==> config.mk <==
export PLATFORM = sky130hd
export DESIGN_NAME = cpdo_core
export DESIGN_NICKNAME = d
export VERILOG_FILES = /design/src/rtl/cpdo_pkg.sv /design/src/rtl/cpdo_core.sv
export SDC_FILE = /design/constraint.sdc
export NUM_CORES = 2
export LEC_CHECK = 0
export BUFFER_PORTS_ARGS = -buffer_cell sky130_fd_sc_hd__clkbuf_2
export CORE_UTILIZATION = 63
export CTS_BUF_LIST = sky130_fd_sc_hd__clkbuf_4
export CTS_CLUSTER_SIZE = 8
export DETAILED_ROUTE_END_ITERATION = 7
export PLACE_DENSITY = 0.83
export SYNTH_ARGS = -nofsm -noshare
export SYNTH_HDL_FRONTEND = slang
export SYNTH_SLANG_ARGS = --single-unit
==> constraint.sdc <==
create_clock -name pclk -period 16.2 [get_ports pclk]
set_clock_uncertainty 0.2 [all_clocks]
set_input_delay 1.62 -clock pclk [delete_from_list [all_inputs] [get_ports pclk]]
set_output_delay 1.62 -clock pclk [all_outputs]
set_load 0.005 [all_outputs]
==> src/rtl/cpdo_pkg.sv <==
// Package of constants and carriers for the PDO, SYNC and EMCY logic
package cpdo_pkg;
    // *************************************************************
    // Register offsets
    // *************************************************************
    localparam logic [7:0] OFS_NODE_ID   = 8'h00;
    localparam logic [7:0] OFS_SYNC_ID   = 8'h04;
    localparam logic [7:0] OFS_SYNC_PER  = 8'h08;
    localparam logic [7:0] OFS_EMCY_ID   = 8'h0c;
    localparam logic [7:0] OFS_TPDO_ID   = 8'h10;
    localparam logic [7:0] OFS_TPDO_TYPE = 8'h14;
    localparam logic [7:0] OFS_TPDO_INH  = 8'h18;
    localparam logic [7:0] OFS_TPDO_EVT  = 8'h1c;
    localparam logic [7:0] OFS_TPDO_MCNT = 8'h20;
    localparam logic [7:0] OFS_TPDO_MAP0 = 8'h24;
    localparam logic [7:0] OFS_RPDO_ID   = 8'h34;
    localparam logic [7:0] OFS_RPDO_TYPE = 8'h38;
    localparam logic [7:0] OFS_ERR_REG   = 8'h3c;
    localparam logic [7:0] OFS_ERR_FIELD = 8'h40;
    localparam logic [7:0] OFS_STATUS    = 8'h44;
    // *************************************************************
    // Field positions and reset values
    // *************************************************************
    localparam int          BIT_INVALID   = 31;
    localparam int          BIT_SYNC_GEN  = 30;
    localparam logic [31:0] RST_SYNC_ID   = 32'h0000_0080;
    localparam logic [31:0] RST_EMCY_ID   = 32'h8000_0080;
    localparam logic [31:0] RST_TPDO_ID   = 32'h8000_0180;
    localparam logic [31:0] RST_RPDO_ID   = 32'h8000_0200;
    localparam logic [10:0] EMCY_BASE     = 11'h080;
    localparam logic [15:0] ERR_USER      = 16'hff00;
    localparam logic [7:0]  TYPE_CYC_MAX  = 8'hf0;
    localparam logic [7:0]  TYPE_ASY_MIN  = 8'hfe;
    localparam logic [6:0]  MAX_BITS      = 7'h40;
    localparam logic [3:0]  DLC_FULL      = 4'h8;
    localparam logic [3:0]  DLC_NONE      = 4'h0;
    // *************************************************************
    // Timing
    // *************************************************************
    localparam int          CLK_PERIOD_NS = 20;
    localparam int          US_NS         = 1000;
    localparam int          US_CYC        = US_NS / CLK_PERIOD_NS;
    localparam int          INH_UNIT_US   = 125;
    localparam int          EVT_UNIT_US   = 1000;
    // *************************************************************
    // Carriers
    // *************************************************************
    typedef struct packed {
        logic [10:0] id;
        logic [3:0]  dlc;
        logic [63:0] data;
    } cpdo_frame_s;
    typedef struct packed {
        logic [15:0] code;
        logic [7:0]  err_reg;
        logic        user;
        logic [31:0] aux;
    } cpdo_fault_s;
    typedef enum logic [1:0] {K_SYNC, K_EMCY, K_TPDO} cpdo_kind_e;
endpackage

==> src/rtl/cpdo_core.sv <==
// PDO trigger, SYNC and EMCY protocol logic with an APB register file
// *****************************************************************
// Overview of operation
// - Type 0 TPDO: send on SYNC if changed
// - Types 1-240: send every N-th SYNC
// - Types 254/255: send on change or timer
// - Sync RPDO: newest data released on SYNC
// - Async RPDO: data released on reception
// - SYNC id bit 30 enables production, id 0x80
// - Drive is SYNC producer or consumer
// - Synchronous commands buffered until next SYNC
// - Produce EMCY only, ignore received EMCY
// - Faults update error registers even if disabled
// - EMCY bit 31 gates; id 0x80+node
// - EMCY bytes: code, errreg, unused, aux
// - Communication faults carry zero aux bytes
// - User exception sends 0xff00 with aux
// - Mapping: count plus index/subindex/length entries
// - Id bit 31 set disables the PDO
// - Inhibit time in 125 us between sends
// - Mapping over 8 bytes is rejected
// *****************************************************************
`timescale 1ns/10ps
module cpdo_core import cpdo_pkg::*; (
    input  wire logic              pclk,
    input  wire logic              presetn,
    input  wire logic              psel,
    input  wire logic              penable,
    input  wire logic              pwrite,
    input  wire logic [7:0]        paddr,
    input  wire logic [31:0]       pwdata,
    output logic      [31:0]       prdata,
    output logic                   pready,
    output logic                   pslverr,
    input  wire logic              rx_valid,
    input  wire cpdo_frame_s       rx_frame,
    output logic                   tx_valid,
    output cpdo_frame_s            tx_frame,
    input  wire logic              tx_ready,
    input  wire logic [3:0][31:0]  tpdo_obj,
    output logic      [63:0]       rpdo_data,
    output logic                   rpdo_valid,
    output logic                   sync_pulse,
    input  wire logic              fault_valid,
    input  wire cpdo_fault_s       fault
);
    // *************************************************************
    // Registers
    // *************************************************************
    logic [6:0]       node_id;
    logic [31:0]      sync_id;
    logic [31:0]      sync_per;
    logic [31:0]      emcy_id;
    logic [31:0]      tpdo_id;
    logic [7:0]       tpdo_type;
    logic [15:0]      tpdo_inh;
    logic [15:0]      tpdo_evt;
    logic [2:0]       map_cnt;
    logic [3:0][31:0] map_ent;
    logic [31:0]      rpdo_id;
    logic [7:0]       rpdo_type;
    logic [7:0]       err_reg;
    logic [15:0]      err_code;
    logic [7:0]       err_count;
    logic             rpdo_hold_v;
    logic             tpdo_pend;

    logic             wr_en;
    logic             setup;
    logic             map_wr;
    logic [2:0]       next_cnt;
    logic [3:0][31:0] next_ent;
    logic             map_ok;
    logic             hit;
    logic [31:0]      rd_val;

    assign setup  = psel && !penable;
    assign wr_en  = psel && penable && pwrite && pready && !pslverr;
    assign map_wr = paddr >= OFS_TPDO_MCNT && paddr <= OFS_TPDO_MAP0 + 8'h0c;

    // Candidate mapping as it would be after the write
    always_comb begin
        next_cnt = map_cnt;
        next_ent = map_ent;
        if (paddr == OFS_TPDO_MCNT) begin
            next_cnt = pwdata[2:0];
        end else if (map_wr) begin
            next_ent[paddr[3:2] - 2'h1] = pwdata;
        end
    end

    // Length check of a candidate mapping
    always_comb begin
        logic [7:0] total;
        total  = 8'h00;
        map_ok = (next_cnt <= 3'h4);
        // Entry written beyond the count is still length checked
        if (map_wr && paddr != OFS_TPDO_MCNT && pwdata[7:0] != 8'h08
            && pwdata[7:0] != 8'h10 && pwdata[7:0] != 8'h20) begin
            map_ok = 1'b0;
        end
        for (int i = 0; i < 4; i++) begin
            if (3'(i) < next_cnt) begin
                if (next_ent[i][7:0] != 8'h08 && next_ent[i][7:0] != 8'h10
                    && next_ent[i][7:0] != 8'h20) begin
                    map_ok = 1'b0;
                end
                total = total + next_ent[i][7:0];
            end
        end
        if (total > {1'b0, MAX_BITS}) begin
            map_ok = 1'b0;
        end
    end

    always_comb begin
        hit    = 1'b1;
        rd_val = 32'h0000_0000;
        unique case (paddr)
            OFS_NODE_ID:   rd_val = {25'h0, node_id};
            OFS_SYNC_ID:   rd_val = sync_id;
            OFS_SYNC_PER:  rd_val = sync_per;
            OFS_EMCY_ID:   rd_val = emcy_id;
            OFS_TPDO_ID:   rd_val = tpdo_id;
            OFS_TPDO_TYPE: rd_val = {24'h0, tpdo_type};
            OFS_TPDO_INH:  rd_val = {16'h0, tpdo_inh};
            OFS_TPDO_EVT:  rd_val = {16'h0, tpdo_evt};
            OFS_TPDO_MCNT: rd_val = {29'h0, map_cnt};
            8'h24, 8'h28, 8'h2c, 8'h30:
                           rd_val = map_ent[paddr[3:2] - 2'h1];
            OFS_RPDO_ID:   rd_val = rpdo_id;
            OFS_RPDO_TYPE: rd_val = {24'h0, rpdo_type};
            OFS_ERR_REG:   rd_val = {24'h0, err_reg};
            OFS_ERR_FIELD: rd_val = {8'h0, err_count, err_code};
            OFS_STATUS:    rd_val = {29'h0, tx_valid, rpdo_hold_v,
                                     tpdo_pend};
            default:       hit = 1'b0;
        endcase
    end

    // *************************************************************
    // APB answer, sampled in the setup cycle
    // *************************************************************
    always_ff @(posedge pclk or negedge presetn) begin
        if (!presetn) begin
            prdata  <= 32'h0000_0000;
            pslverr <= 1'b0;
            pready  <= 1'b0;
        end else begin
            pready <= 1'b1;
            if (setup) begin
                prdata  <= pwrite ? 32'h0000_0000 : rd_val;
                pslverr <= !hit || (pwrite && map_wr && !map_ok);
            end
        end
    end

    always_ff @(posedge pclk or negedge presetn) begin
        if (!presetn) begin
            node_id   <= 7'h00;
            sync_id   <= RST_SYNC_ID;
            sync_per  <= 32'h0000_0000;
            emcy_id   <= RST_EMCY_ID;
            tpdo_id   <= RST_TPDO_ID;
            tpdo_type <= 8'h00;
            tpdo_inh  <= 16'h0000;
            tpdo_evt  <= 16'h0000;
            map_cnt   <= 3'h0;
            map_ent   <= '0;
            rpdo_id   <= RST_RPDO_ID;
            rpdo_type <= 8'h00;
        end else if (wr_en) begin
            unique case (paddr)
                OFS_NODE_ID:   node_id   <= pwdata[6:0];
                OFS_SYNC_ID:   sync_id   <= pwdata;
                OFS_SYNC_PER:  sync_per  <= pwdata;
                OFS_EMCY_ID:   emcy_id   <= pwdata;
                OFS_TPDO_ID:   tpdo_id   <= pwdata;
                OFS_TPDO_TYPE: tpdo_type <= pwdata[7:0];
                OFS_TPDO_INH:  tpdo_inh  <= pwdata[15:0];
                OFS_TPDO_EVT:  tpdo_evt  <= pwdata[15:0];
                OFS_RPDO_ID:   rpdo_id   <= pwdata;
                OFS_RPDO_TYPE: rpdo_type <= pwdata[7:0];
                default: begin
                    if (map_wr) begin
                        map_cnt <= next_cnt;
                        map_ent <= next_ent;
                    end
                end
            endcase
        end
    end

    // *************************************************************
    // Time base and SYNC
    // *************************************************************
    logic [5:0]  us_div;
    logic        us_tick;
    logic [31:0] per_cnt;
    logic        sync_gen;
    logic        sync_rx;
    logic        sync_due;
    logic        sync_evt;
    logic        tx_done;
    cpdo_kind_e  tx_kind;

    assign us_tick  = (us_div == 6'(US_CYC - 1));
    assign sync_gen = sync_id[BIT_SYNC_GEN];
    // A producer never consumes foreign SYNC frames
    assign sync_rx  = rx_valid && !sync_gen
                      && rx_frame.id == sync_id[10:0];
    assign tx_done  = tx_valid && tx_ready;
    assign sync_evt = sync_rx
                      || (tx_done && tx_kind == K_SYNC);

    always_ff @(posedge pclk or negedge presetn) begin
        if (!presetn) begin
            us_div <= 6'h00;
        end else begin
            us_div <= us_tick ? 6'h00 : us_div + 6'h01;
        end
    end

    // Producer period in microseconds
    always_ff @(posedge pclk or negedge presetn) begin
        if (!presetn) begin
            per_cnt  <= 32'h0000_0000;
            sync_due <= 1'b0;
        end else begin
            if (!sync_gen || sync_per == 32'h0) begin
                per_cnt <= 32'h0000_0000;
            end else if (us_tick) begin
                per_cnt <= (per_cnt + 32'h1 >= sync_per) ? 32'h0
                                                         : per_cnt + 32'h1;
            end
            if (sync_gen && sync_per != 32'h0 && us_tick
                && per_cnt + 32'h1 >= sync_per) begin
                sync_due <= 1'b1;
            end else if (tx_done && tx_kind == K_SYNC) begin
                sync_due <= 1'b0;
            end
        end
    end

    always_ff @(posedge pclk or negedge presetn) begin
        if (!presetn) begin
            sync_pulse <= 1'b0;
        end else begin
            sync_pulse <= sync_evt;
        end
    end

    // *************************************************************
    // Receive PDO
    // *************************************************************
    logic [63:0] rpdo_hold;
    logic        rpdo_rx;

    assign rpdo_rx = rx_valid && !rpdo_id[BIT_INVALID]
                     && rx_frame.id == rpdo_id[10:0];

    always_ff @(posedge pclk or negedge presetn) begin
        if (!presetn) begin
            rpdo_hold   <= 64'h0;
            rpdo_hold_v <= 1'b0;
        end else if (rpdo_rx && rpdo_type <= TYPE_CYC_MAX) begin
            rpdo_hold   <= rx_frame.data;
            rpdo_hold_v <= 1'b1;
        end else if (sync_evt) begin
            rpdo_hold_v <= 1'b0;
        end
    end

    always_ff @(posedge pclk or negedge presetn) begin
        if (!presetn) begin
            rpdo_data  <= 64'h0;
            rpdo_valid <= 1'b0;
        end else begin
            rpdo_valid <= 1'b0;
            if (rpdo_rx && rpdo_type >= TYPE_ASY_MIN) begin
                rpdo_data  <= rx_frame.data;
                rpdo_valid <= 1'b1;
            end else if (sync_evt && rpdo_hold_v) begin
                rpdo_data  <= rpdo_hold;
                rpdo_valid <= 1'b1;
            end
        end
    end

    // *************************************************************
    // Transmit PDO
    // *************************************************************
    logic [63:0] tpdo_img;
    logic [3:0]  tpdo_dlc;
    logic [63:0] last_img;
    logic        changed;
    logic [7:0]  sync_cnt;
    logic [23:0] inh_cnt;
    logic [25:0] evt_cnt;
    logic        trig;
    logic        tpdo_on;

    // Objects in mapping order, low byte first
    always_comb begin
        logic [3:0] off;
        off      = 4'h0;
        tpdo_img = 64'h0;
        for (int i = 0; i < 4; i++) begin
            if (3'(i) < map_cnt) begin
                for (int b = 0; b < 4; b++) begin
                    if (b < int'(map_ent[i][7:3]) && off < 4'h8) begin
                        tpdo_img[off*8 +: 8] = tpdo_obj[i][b*8 +: 8];
                        off = off + 4'h1;
                    end
                end
            end
        end
        tpdo_dlc = off;
    end

    assign tpdo_on = !tpdo_id[BIT_INVALID];
    assign changed = tpdo_img != last_img;

    always_comb begin
        trig = 1'b0;
        if (tpdo_type == 8'h00) begin
            trig = sync_evt && changed;
        end else if (tpdo_type <= TYPE_CYC_MAX) begin
            trig = sync_evt && sync_cnt + 8'h01 >= tpdo_type;
        end else if (tpdo_type >= TYPE_ASY_MIN) begin
            trig = changed || (tpdo_evt != 16'h0 && evt_cnt == 26'h0
                               && us_tick);
        end
    end

    always_ff @(posedge pclk or negedge presetn) begin
        if (!presetn) begin
            sync_cnt <= 8'h00;
        end else if (sync_evt && tpdo_type != 8'h00
                     && tpdo_type <= TYPE_CYC_MAX) begin
            sync_cnt <= (sync_cnt + 8'h01 >= tpdo_type) ? 8'h00
                                                         : sync_cnt + 8'h01;
        end
    end

    always_ff @(posedge pclk or negedge presetn) begin
        if (!presetn) begin
            tpdo_pend <= 1'b0;
        end else if (tpdo_on && trig) begin
            tpdo_pend <= 1'b1;
        end else if (!tpdo_on || (tx_done && tx_kind == K_TPDO)) begin
            tpdo_pend <= 1'b0;
        end
    end

    // Inhibit and event timers, both in microseconds
    always_ff @(posedge pclk or negedge presetn) begin
        if (!presetn) begin
            inh_cnt  <= 24'h0;
            evt_cnt  <= 26'h0;
        end else begin
            if (tx_done && tx_kind == K_TPDO) begin
                inh_cnt  <= 24'(tpdo_inh * INH_UNIT_US);
                evt_cnt  <= 26'(tpdo_evt * EVT_UNIT_US);
            end else if (us_tick) begin
                if (inh_cnt != 24'h0) begin
                    inh_cnt <= inh_cnt - 24'h1;
                end
                evt_cnt <= (evt_cnt == 26'h0) ? 26'(tpdo_evt * EVT_UNIT_US)
                                              : evt_cnt - 26'h1;
            end
        end
    end

    // *************************************************************
    // Faults and EMCY
    // *************************************************************
    logic [63:0] emcy_data;
    logic        emcy_pend;

    // Received EMCY frames match no decoder and are dropped
    always_ff @(posedge pclk or negedge presetn) begin
        if (!presetn) begin
            err_reg   <= 8'h00;
            err_code  <= 16'h0000;
            err_count <= 8'h00;
            emcy_data <= 64'h0;
            emcy_pend <= 1'b0;
        end else begin
            if (fault_valid) begin
                err_reg   <= fault.err_reg;
                err_code  <= fault.user ? ERR_USER : fault.code;
                err_count <= err_count + 8'h01;
                emcy_data <= {fault.user ? fault.aux : 32'h0,
                              8'h00, fault.err_reg,
                              fault.user ? ERR_USER : fault.code};
            end
            if (fault_valid && !emcy_id[BIT_INVALID]) begin
                emcy_pend <= 1'b1;
            end else if (tx_done && tx_kind == K_EMCY) begin
                emcy_pend <= 1'b0;
            end
        end
    end

    // *************************************************************
    // Transmit arbitration
    // *************************************************************
    always_ff @(posedge pclk or negedge presetn) begin
        if (!presetn) begin
            tx_valid <= 1'b0;
            tx_frame <= '0;
            tx_kind  <= K_SYNC;
            last_img <= 64'h0;
        end else if (!tx_valid || tx_ready) begin
            tx_valid <= 1'b0;
            if (sync_due && !(tx_done && tx_kind == K_SYNC)) begin
                tx_valid <= 1'b1;
                tx_kind  <= K_SYNC;
                tx_frame <= '{id: sync_id[10:0], dlc: DLC_NONE,
                              data: 64'h0};
            end else if (emcy_pend && !(tx_done && tx_kind == K_EMCY)) begin
                tx_valid <= 1'b1;
                tx_kind  <= K_EMCY;
                tx_frame <= '{id: EMCY_BASE + 11'(node_id),
                              dlc: DLC_FULL, data: emcy_data};
            end else if (tpdo_pend && inh_cnt == 24'h0
                         && !(tx_done && tx_kind == K_TPDO)) begin
                tx_valid <= 1'b1;
                tx_kind  <= K_TPDO;
                tx_frame <= '{id: tpdo_id[10:0], dlc: tpdo_dlc,
                              data: tpdo_img};
                // Image taken at load, so a queued change fires only once
                last_img <= tpdo_img;
            end
        end
    end

    // *************************************************************
    // Checks
    // *************************************************************
    sync_rpdo_a: assert property (@(posedge pclk) disable iff (!presetn)
        rpdo_rx && rpdo_type <= TYPE_CYC_MAX && !sync_evt
        |=> !rpdo_valid) else $error("sync RPDO released early");
    async_rpdo_a: assert property (@(posedge pclk) disable iff (!presetn)
        rpdo_rx && rpdo_type >= TYPE_ASY_MIN
        |=> rpdo_valid && rpdo_data == $past(rx_frame.data))
        else $error("async RPDO not passed on");
    type0_send_a: assert property (@(posedge pclk) disable iff (!presetn)
        tpdo_on && tpdo_type == 8'h00 && sync_evt && changed
        |=> tpdo_pend) else $error("type 0 TPDO not queued");
    type0_idle_a: assert property (@(posedge pclk) disable iff (!presetn)
        !tpdo_pend && tpdo_type == 8'h00 && !sync_evt
        |=> !tpdo_pend) else $error("type 0 TPDO without SYNC");
    cyc_count_a: assert property (@(posedge pclk) disable iff (!presetn)
        tpdo_type != 8'h00 && tpdo_type <= TYPE_CYC_MAX
        |-> sync_cnt < tpdo_type) else $error("SYNC count overran");
    async_send_a: assert property (@(posedge pclk) disable iff (!presetn)
        tpdo_on && tpdo_type >= TYPE_ASY_MIN && changed
        |=> tpdo_pend) else $error("changed data not queued");
    emcy_gate_a: assert property (@(posedge pclk) disable iff (!presetn)
        tx_valid && tx_kind == K_EMCY |-> tx_frame.id
        == EMCY_BASE + 11'(node_id) && tx_frame.dlc == DLC_FULL)
        else $error("bad EMCY frame");
    emcy_off_a: assert property (@(posedge pclk) disable iff (!presetn)
        fault_valid && emcy_id[BIT_INVALID] && !emcy_pend
        |=> !emcy_pend && err_reg == $past(fault.err_reg))
        else $error("disabled EMCY queued");
    inhibit_a: assert property (@(posedge pclk) disable iff (!presetn)
        $rose(tx_valid) && tx_kind == K_TPDO |-> $past(inh_cnt) == 24'h0)
        else $error("TPDO sent within inhibit");
    invalid_a: assert property (@(posedge pclk) disable iff (!presetn)
        tpdo_id[BIT_INVALID] |=> !tpdo_pend)
        else $error("invalid TPDO pending");
endmodule

==> run_results.csv, run 1 <==
group,metric,value,unit
floorplan,num_io_pins,492,
global_route,grt_pass1_wl,518000,um
floorplan,die_h,315.5,um
placement,numPortBuffers,487,
yosys,synth_area,61900,sq um
yosys,synth_area_leaders,"dfrtp_1, mux2_2, ha_1",
placement,pre_cts_slack,1.329,ns
placement,placed_area,65730,sq um
yosys,avgSynthCellArea,9.194,sq um
yosys,synth_top_area_share,32.82,%
clocking,cts_inserted_buffers,205,
floorplan,core.rowCount,114,
floorplan,dieWidth,315.5,um
yosys,synth_edf_count,0,
yosys,seq_area_frac_synth,33.16,%
clocking,post_cts_buffers,0,
global_route,first_global_vias,73830,
placement,place_hpwl,217000,um
global_route,grt_start_max_net_pins,155,
status,stop_stage,"global routing (5_1_grt)",
clocking,cts.repair.resized,0,
yosys,yosysMostFrequentCell,"dfrtp_1",
yosys,async_flop_share,100.0,%
clocking,clk_path_buf_depth,3,
clocking,hold_buffers,0,
yosys,synth_cells,6733,
status,status,"aborted with a tool error",
global_route,grt_overflow,70,
status,first-error,"[ERROR GRT-0116] Global routing finished with congestion. Check the congestion regions in the DRC Viewer.",
clocking,tritoncts_num_sinks,820,
clocking,htreeDepth,4,
yosys,yosysWarnings,0,
yosys,synth_top_area_cell,"dfrtp_1",
floorplan,initial_core_util,63.82,%
clocking,cts-root-buf,"clkbuf_4",
global_route,grt.total_usage,72.70,%
yosys,synth_cell_types,135,
yosys,ys_seq_elements,820,
placement,gp_congestion,1.150,
yosys,synth_ff_type,"dfrtp_1",
yosys,synth_commonest_cells,"dfrtp_1, nand2_1, nor2_1",
==> per-layer routing <==
layer | overflow | track usage (%)
met1 | 5 | 76.83
met2 | 16 | 87.08
met5 | 4 | 35.04
met4 | 33 | 62.86
met3 | 12 | 58.64
==> per-stage QoR <==
step | hold slack [ns] | util [%] | instances
floorplan | 0.2406 | - | 6735
global placement | 0.2551 | 67.76 | 8245
detailed placement | 0.2656 | 67.76 | 8245
CTS | 0.2884 | 70.56 | 8615
==> cells by family after synthesis <==
group / after synthesis / share of synthesized area, %
other: 1 / 0.006058
adder cells (fa/ha/maj): 334 / 8.097
multiplexers: 751 / 13.78
AND/OR/NAND/NOR: 2052 / 16.02
buffers and inverters: 708 / 4.471
flip-flops: 820 / 33.16
XOR/XNOR: 244 / 3.652
AO/OA/AOI/OAI: 1823 / 20.81
==> run 2: changes to the inputs <==
--- a/config.mk
+++ b/config.mk
@@ -6,11 +6,9 @@
 export NUM_CORES = 2
 export LEC_CHECK = 0
 export BUFFER_PORTS_ARGS = -buffer_cell sky130_fd_sc_hd__clkbuf_2
-export CORE_UTILIZATION = 63
-export CTS_BUF_LIST = sky130_fd_sc_hd__clkbuf_4
-export CTS_CLUSTER_SIZE = 8
+export CORE_UTILIZATION = 40
 export DETAILED_ROUTE_END_ITERATION = 7
-export PLACE_DENSITY = 0.83
+export PLACE_DENSITY_LB_ADDON = 0.15
 export SYNTH_ARGS = -nofsm -noshare
 export SYNTH_HDL_FRONTEND = slang
 export SYNTH_SLANG_ARGS = --single-unit
==> run_results.csv, run 2 <==
group,metric,value,unit
status,status,"complete, no violations",
sta,tns,0,ns
global_route,grt_antenna_before_repair,17,
floorplan,core_area,152800,sq um
job,max-cap-violations,0,
placement,numPortBuffers,487,
drt,wl,302200,um
clocking,post_cts_buffers,0,
clocking,htreeDepth,3,
yosys,synth_area_leaders,"dfrtp_1, mux2_2, ha_1",
sta,fin_crit_sh,94.89,%
sta,fmaxAchievable,65.05,MHz
pwr,power.density,83.22,nW/um^2
layout,stdcell_count,9225,
pwr,leakagePower,32.68,nW
layout,multi_input_area,38960,sq um
layout,regMostFlops,"map_ent",
critical_path,cpMaxStageDelayCell,"a2111oi_0",
clocking,clk_path_buf_depth,3,
sta,final-setup-viol-count,0,
sta,slew_viol_final,0,
global_route,grt_start_max_net_pins,152,
floorplan,initial_core_util,40.51,%
critical_path,critPathLaunchType,"flip-flop",
layout,area_delta_synth_final,13.60,%
placement,gp_congestion,1.039,
layout,nNetsFinal,7760,
critical_path,cp-end-kind,"flip-flop",
yosys,yosysMostFrequentCell,"dfrtp_1",
placement,placed_area,67140,sq um
clocking,clkTransAtPathRegs,0.06,ns
sta,rsz0062_at_grt,"no",
critical_path,path_max_fanout,16,
global_route,first_global_vias,57230,
floorplan,core.rowCount,143,
pwr,max-vdd-ir-drop,87.60,uV
layout,fill_cells,14910,
drt,ant_nets,0,
yosys,avgSynthCellArea,9.194,sq um
yosys,synth_top_area_cell,"dfrtp_1",
hold_path,hold_class,"reg -> reg",
yosys,synth_cell_types,135,
yosys,synth_ff_type,"dfrtp_1",
yosys,synth_edf_count,0,
drt,viasPerCell,6.420,
global_route,grt_overflow,0,
layout,largestRegisters,"map_ent: 128 flops, tx_frame: 79 flops",
pwr,clkPwrFrac,37.3,%
sta,min_period,15.37,ns
layout,ff_latch_area,20530,sq um
floorplan,die_h,395.4,um
sta,worst_slack,0.8284,ns
clocking,cts-root-buf,"clkbuf_16",
drt,wire_per_inst,32.76,um
layout,finalInstanceArea,70320,sq um
yosys,synth_cells,6733,
sta,slew_headroom,10.32,%
pwr,internal_power,3.779,mW
yosys,synth_top_area_share,32.82,%
yosys,synth_area,61900,sq um
yosys,synth_commonest_cells,"dfrtp_1, nand2_1, nor2_1",
clocking,tritoncts_num_sinks,820,
placement,pre_cts_slack,1.073,ns
sta,hold_ws,0.2684,ns
drt,num_vias,59220,
global_route,grt_pass1_wl,427400,um
pwr,combinationalPowerShare,24.4,%
global_route,grt.total_usage,37.82,%
critical_path,crit_buf_inv,10,
placement,dp.cells,9048,
yosys,seq_area_frac_synth,33.16,%
drt,drc,0,
critical_path,critical_path_class,"reg -> reg",
sta,max_slew.worst_pin.slew,1.324,ns
clocking,cts_tree,"done",
drt,drtIter0Drc,6671,
yosys,ys_seq_elements,820,
pwr,p_seq_share,38.3,%
critical_path,required,16.56,ns
layout,final_cell_mix,"dfrtp_1, nand2_1, nor2_1, clkbuf_2, mux2_2",
pwr,switchingPower,2.073,mW
sta,hold_violations,0,
layout,largest_reg_flops,128,
layout,final_common_cell,"dfrtp_1",
pwr,switching_share,35.42,%
critical_path,slowest_delay,0.65,ns
layout,drive_gt1_share,21.59,%
layout,final_util,46.02,%
clocking,clk-insertion-delay-late,0.77,ns
clocking,cts_inserted_buffers,94,
floorplan,dieWidth,395.4,um
pwr,total_power,5.852,mW
critical_path,critPathTopFamily,"simple AND/OR/NAND/NOR gates",
yosys,async_flop_share,100.0,%
floorplan,dieArea,156300,sq um
yosys,yosysWarnings,0,
drt,first_pass_iters,8,
floorplan,num_io_pins,492,
placement,place_hpwl,236100,um
critical_path,critPathArrivalTime,15.73,ns
==> run 2: cells by family (layout without fill, tap and decap cells) <==
logic type | after synthesis | after routing | synth area share (%)
compound gates | 1823 | 1823 | 20.81
xor+xnor | 244 | 244 | 3.652
fa+ha+maj | 334 | 334 | 8.097
buf+inv | 708 | 1158 | 4.471
flops | 820 | 820 | 33.16
mux | 751 | 751 | 13.78
other cells | 1 | 13 | 0.006058
simple gates | 2052 | 2052 | 16.02
==> run 2: timing repair <==
item / in CTS / in global routing
hold buffers: 0 / 0
setup endpoints to repair: 0 / 1
gates resized for setup: 0 / 3
==> run 2: worst paths after layout <==
kind	start	to	slack [ns]	cells after the start
max	map_ent[7]	tpdo_pend	0.83	55
min	tx_frame[27]	tx_frame[27]	0.27	2
max reg2reg	map_ent[7]	tpdo_pend	0.83	55
min reg2reg	tx_frame[27]	tx_frame[27]	0.27	2
max in group asynchronous	presetn	last_img[57]	12.10	4
min in group asynchronous	presetn	rpdo_hold[47]	0.63	1
==> run 2: power by group through the flow <==
stage | Combinational (mW) | Sequential, mW | Clock [mW]
global placement | 1.38 | 2.27 | 0
floorplan | 0.705 | 2.24 | 0
CTS | 1.39 | 2.24 | 2.22
finish | 1.43 | 2.24 | 2.18
detailed placement | 1.38 | 2.27 | 0
global route | 1.50 | 2.25 | 2.30
==> run 2: area by class of cell <==
cell class | instances | share of cell area (%)
diodes | 10 | 0.03558
clock buffers | 141 | 3.966
clock inverters | 26 | 0.5071
inverters | 300 | 1.603
multi-input cells | 5207 | 55.40
flip-flops and latches | 820 | 29.20
well taps | 2030 | 3.612
repair buffers | 691 | 5.679
==> run 2: worst min-delay path: stages (launching register included) <==
cell,delay [ns]
dfrtp_1,0.34
nand2_1,0.05
nand2_1,0.05
==> run 2: layer usage <==
metal / share of wire (%) / routed length [um] / global-route usage (%)
met2: 44 / 132700 / 57.52
met3: 8.4 / 25330 / 7.390
met5: 0.028 / 85 / 0
met1: 43 / 130300 / 52.51
met4: 4.6 / 13760 / 15.33
No activity file was read; power rests on OpenSTA's default activity.
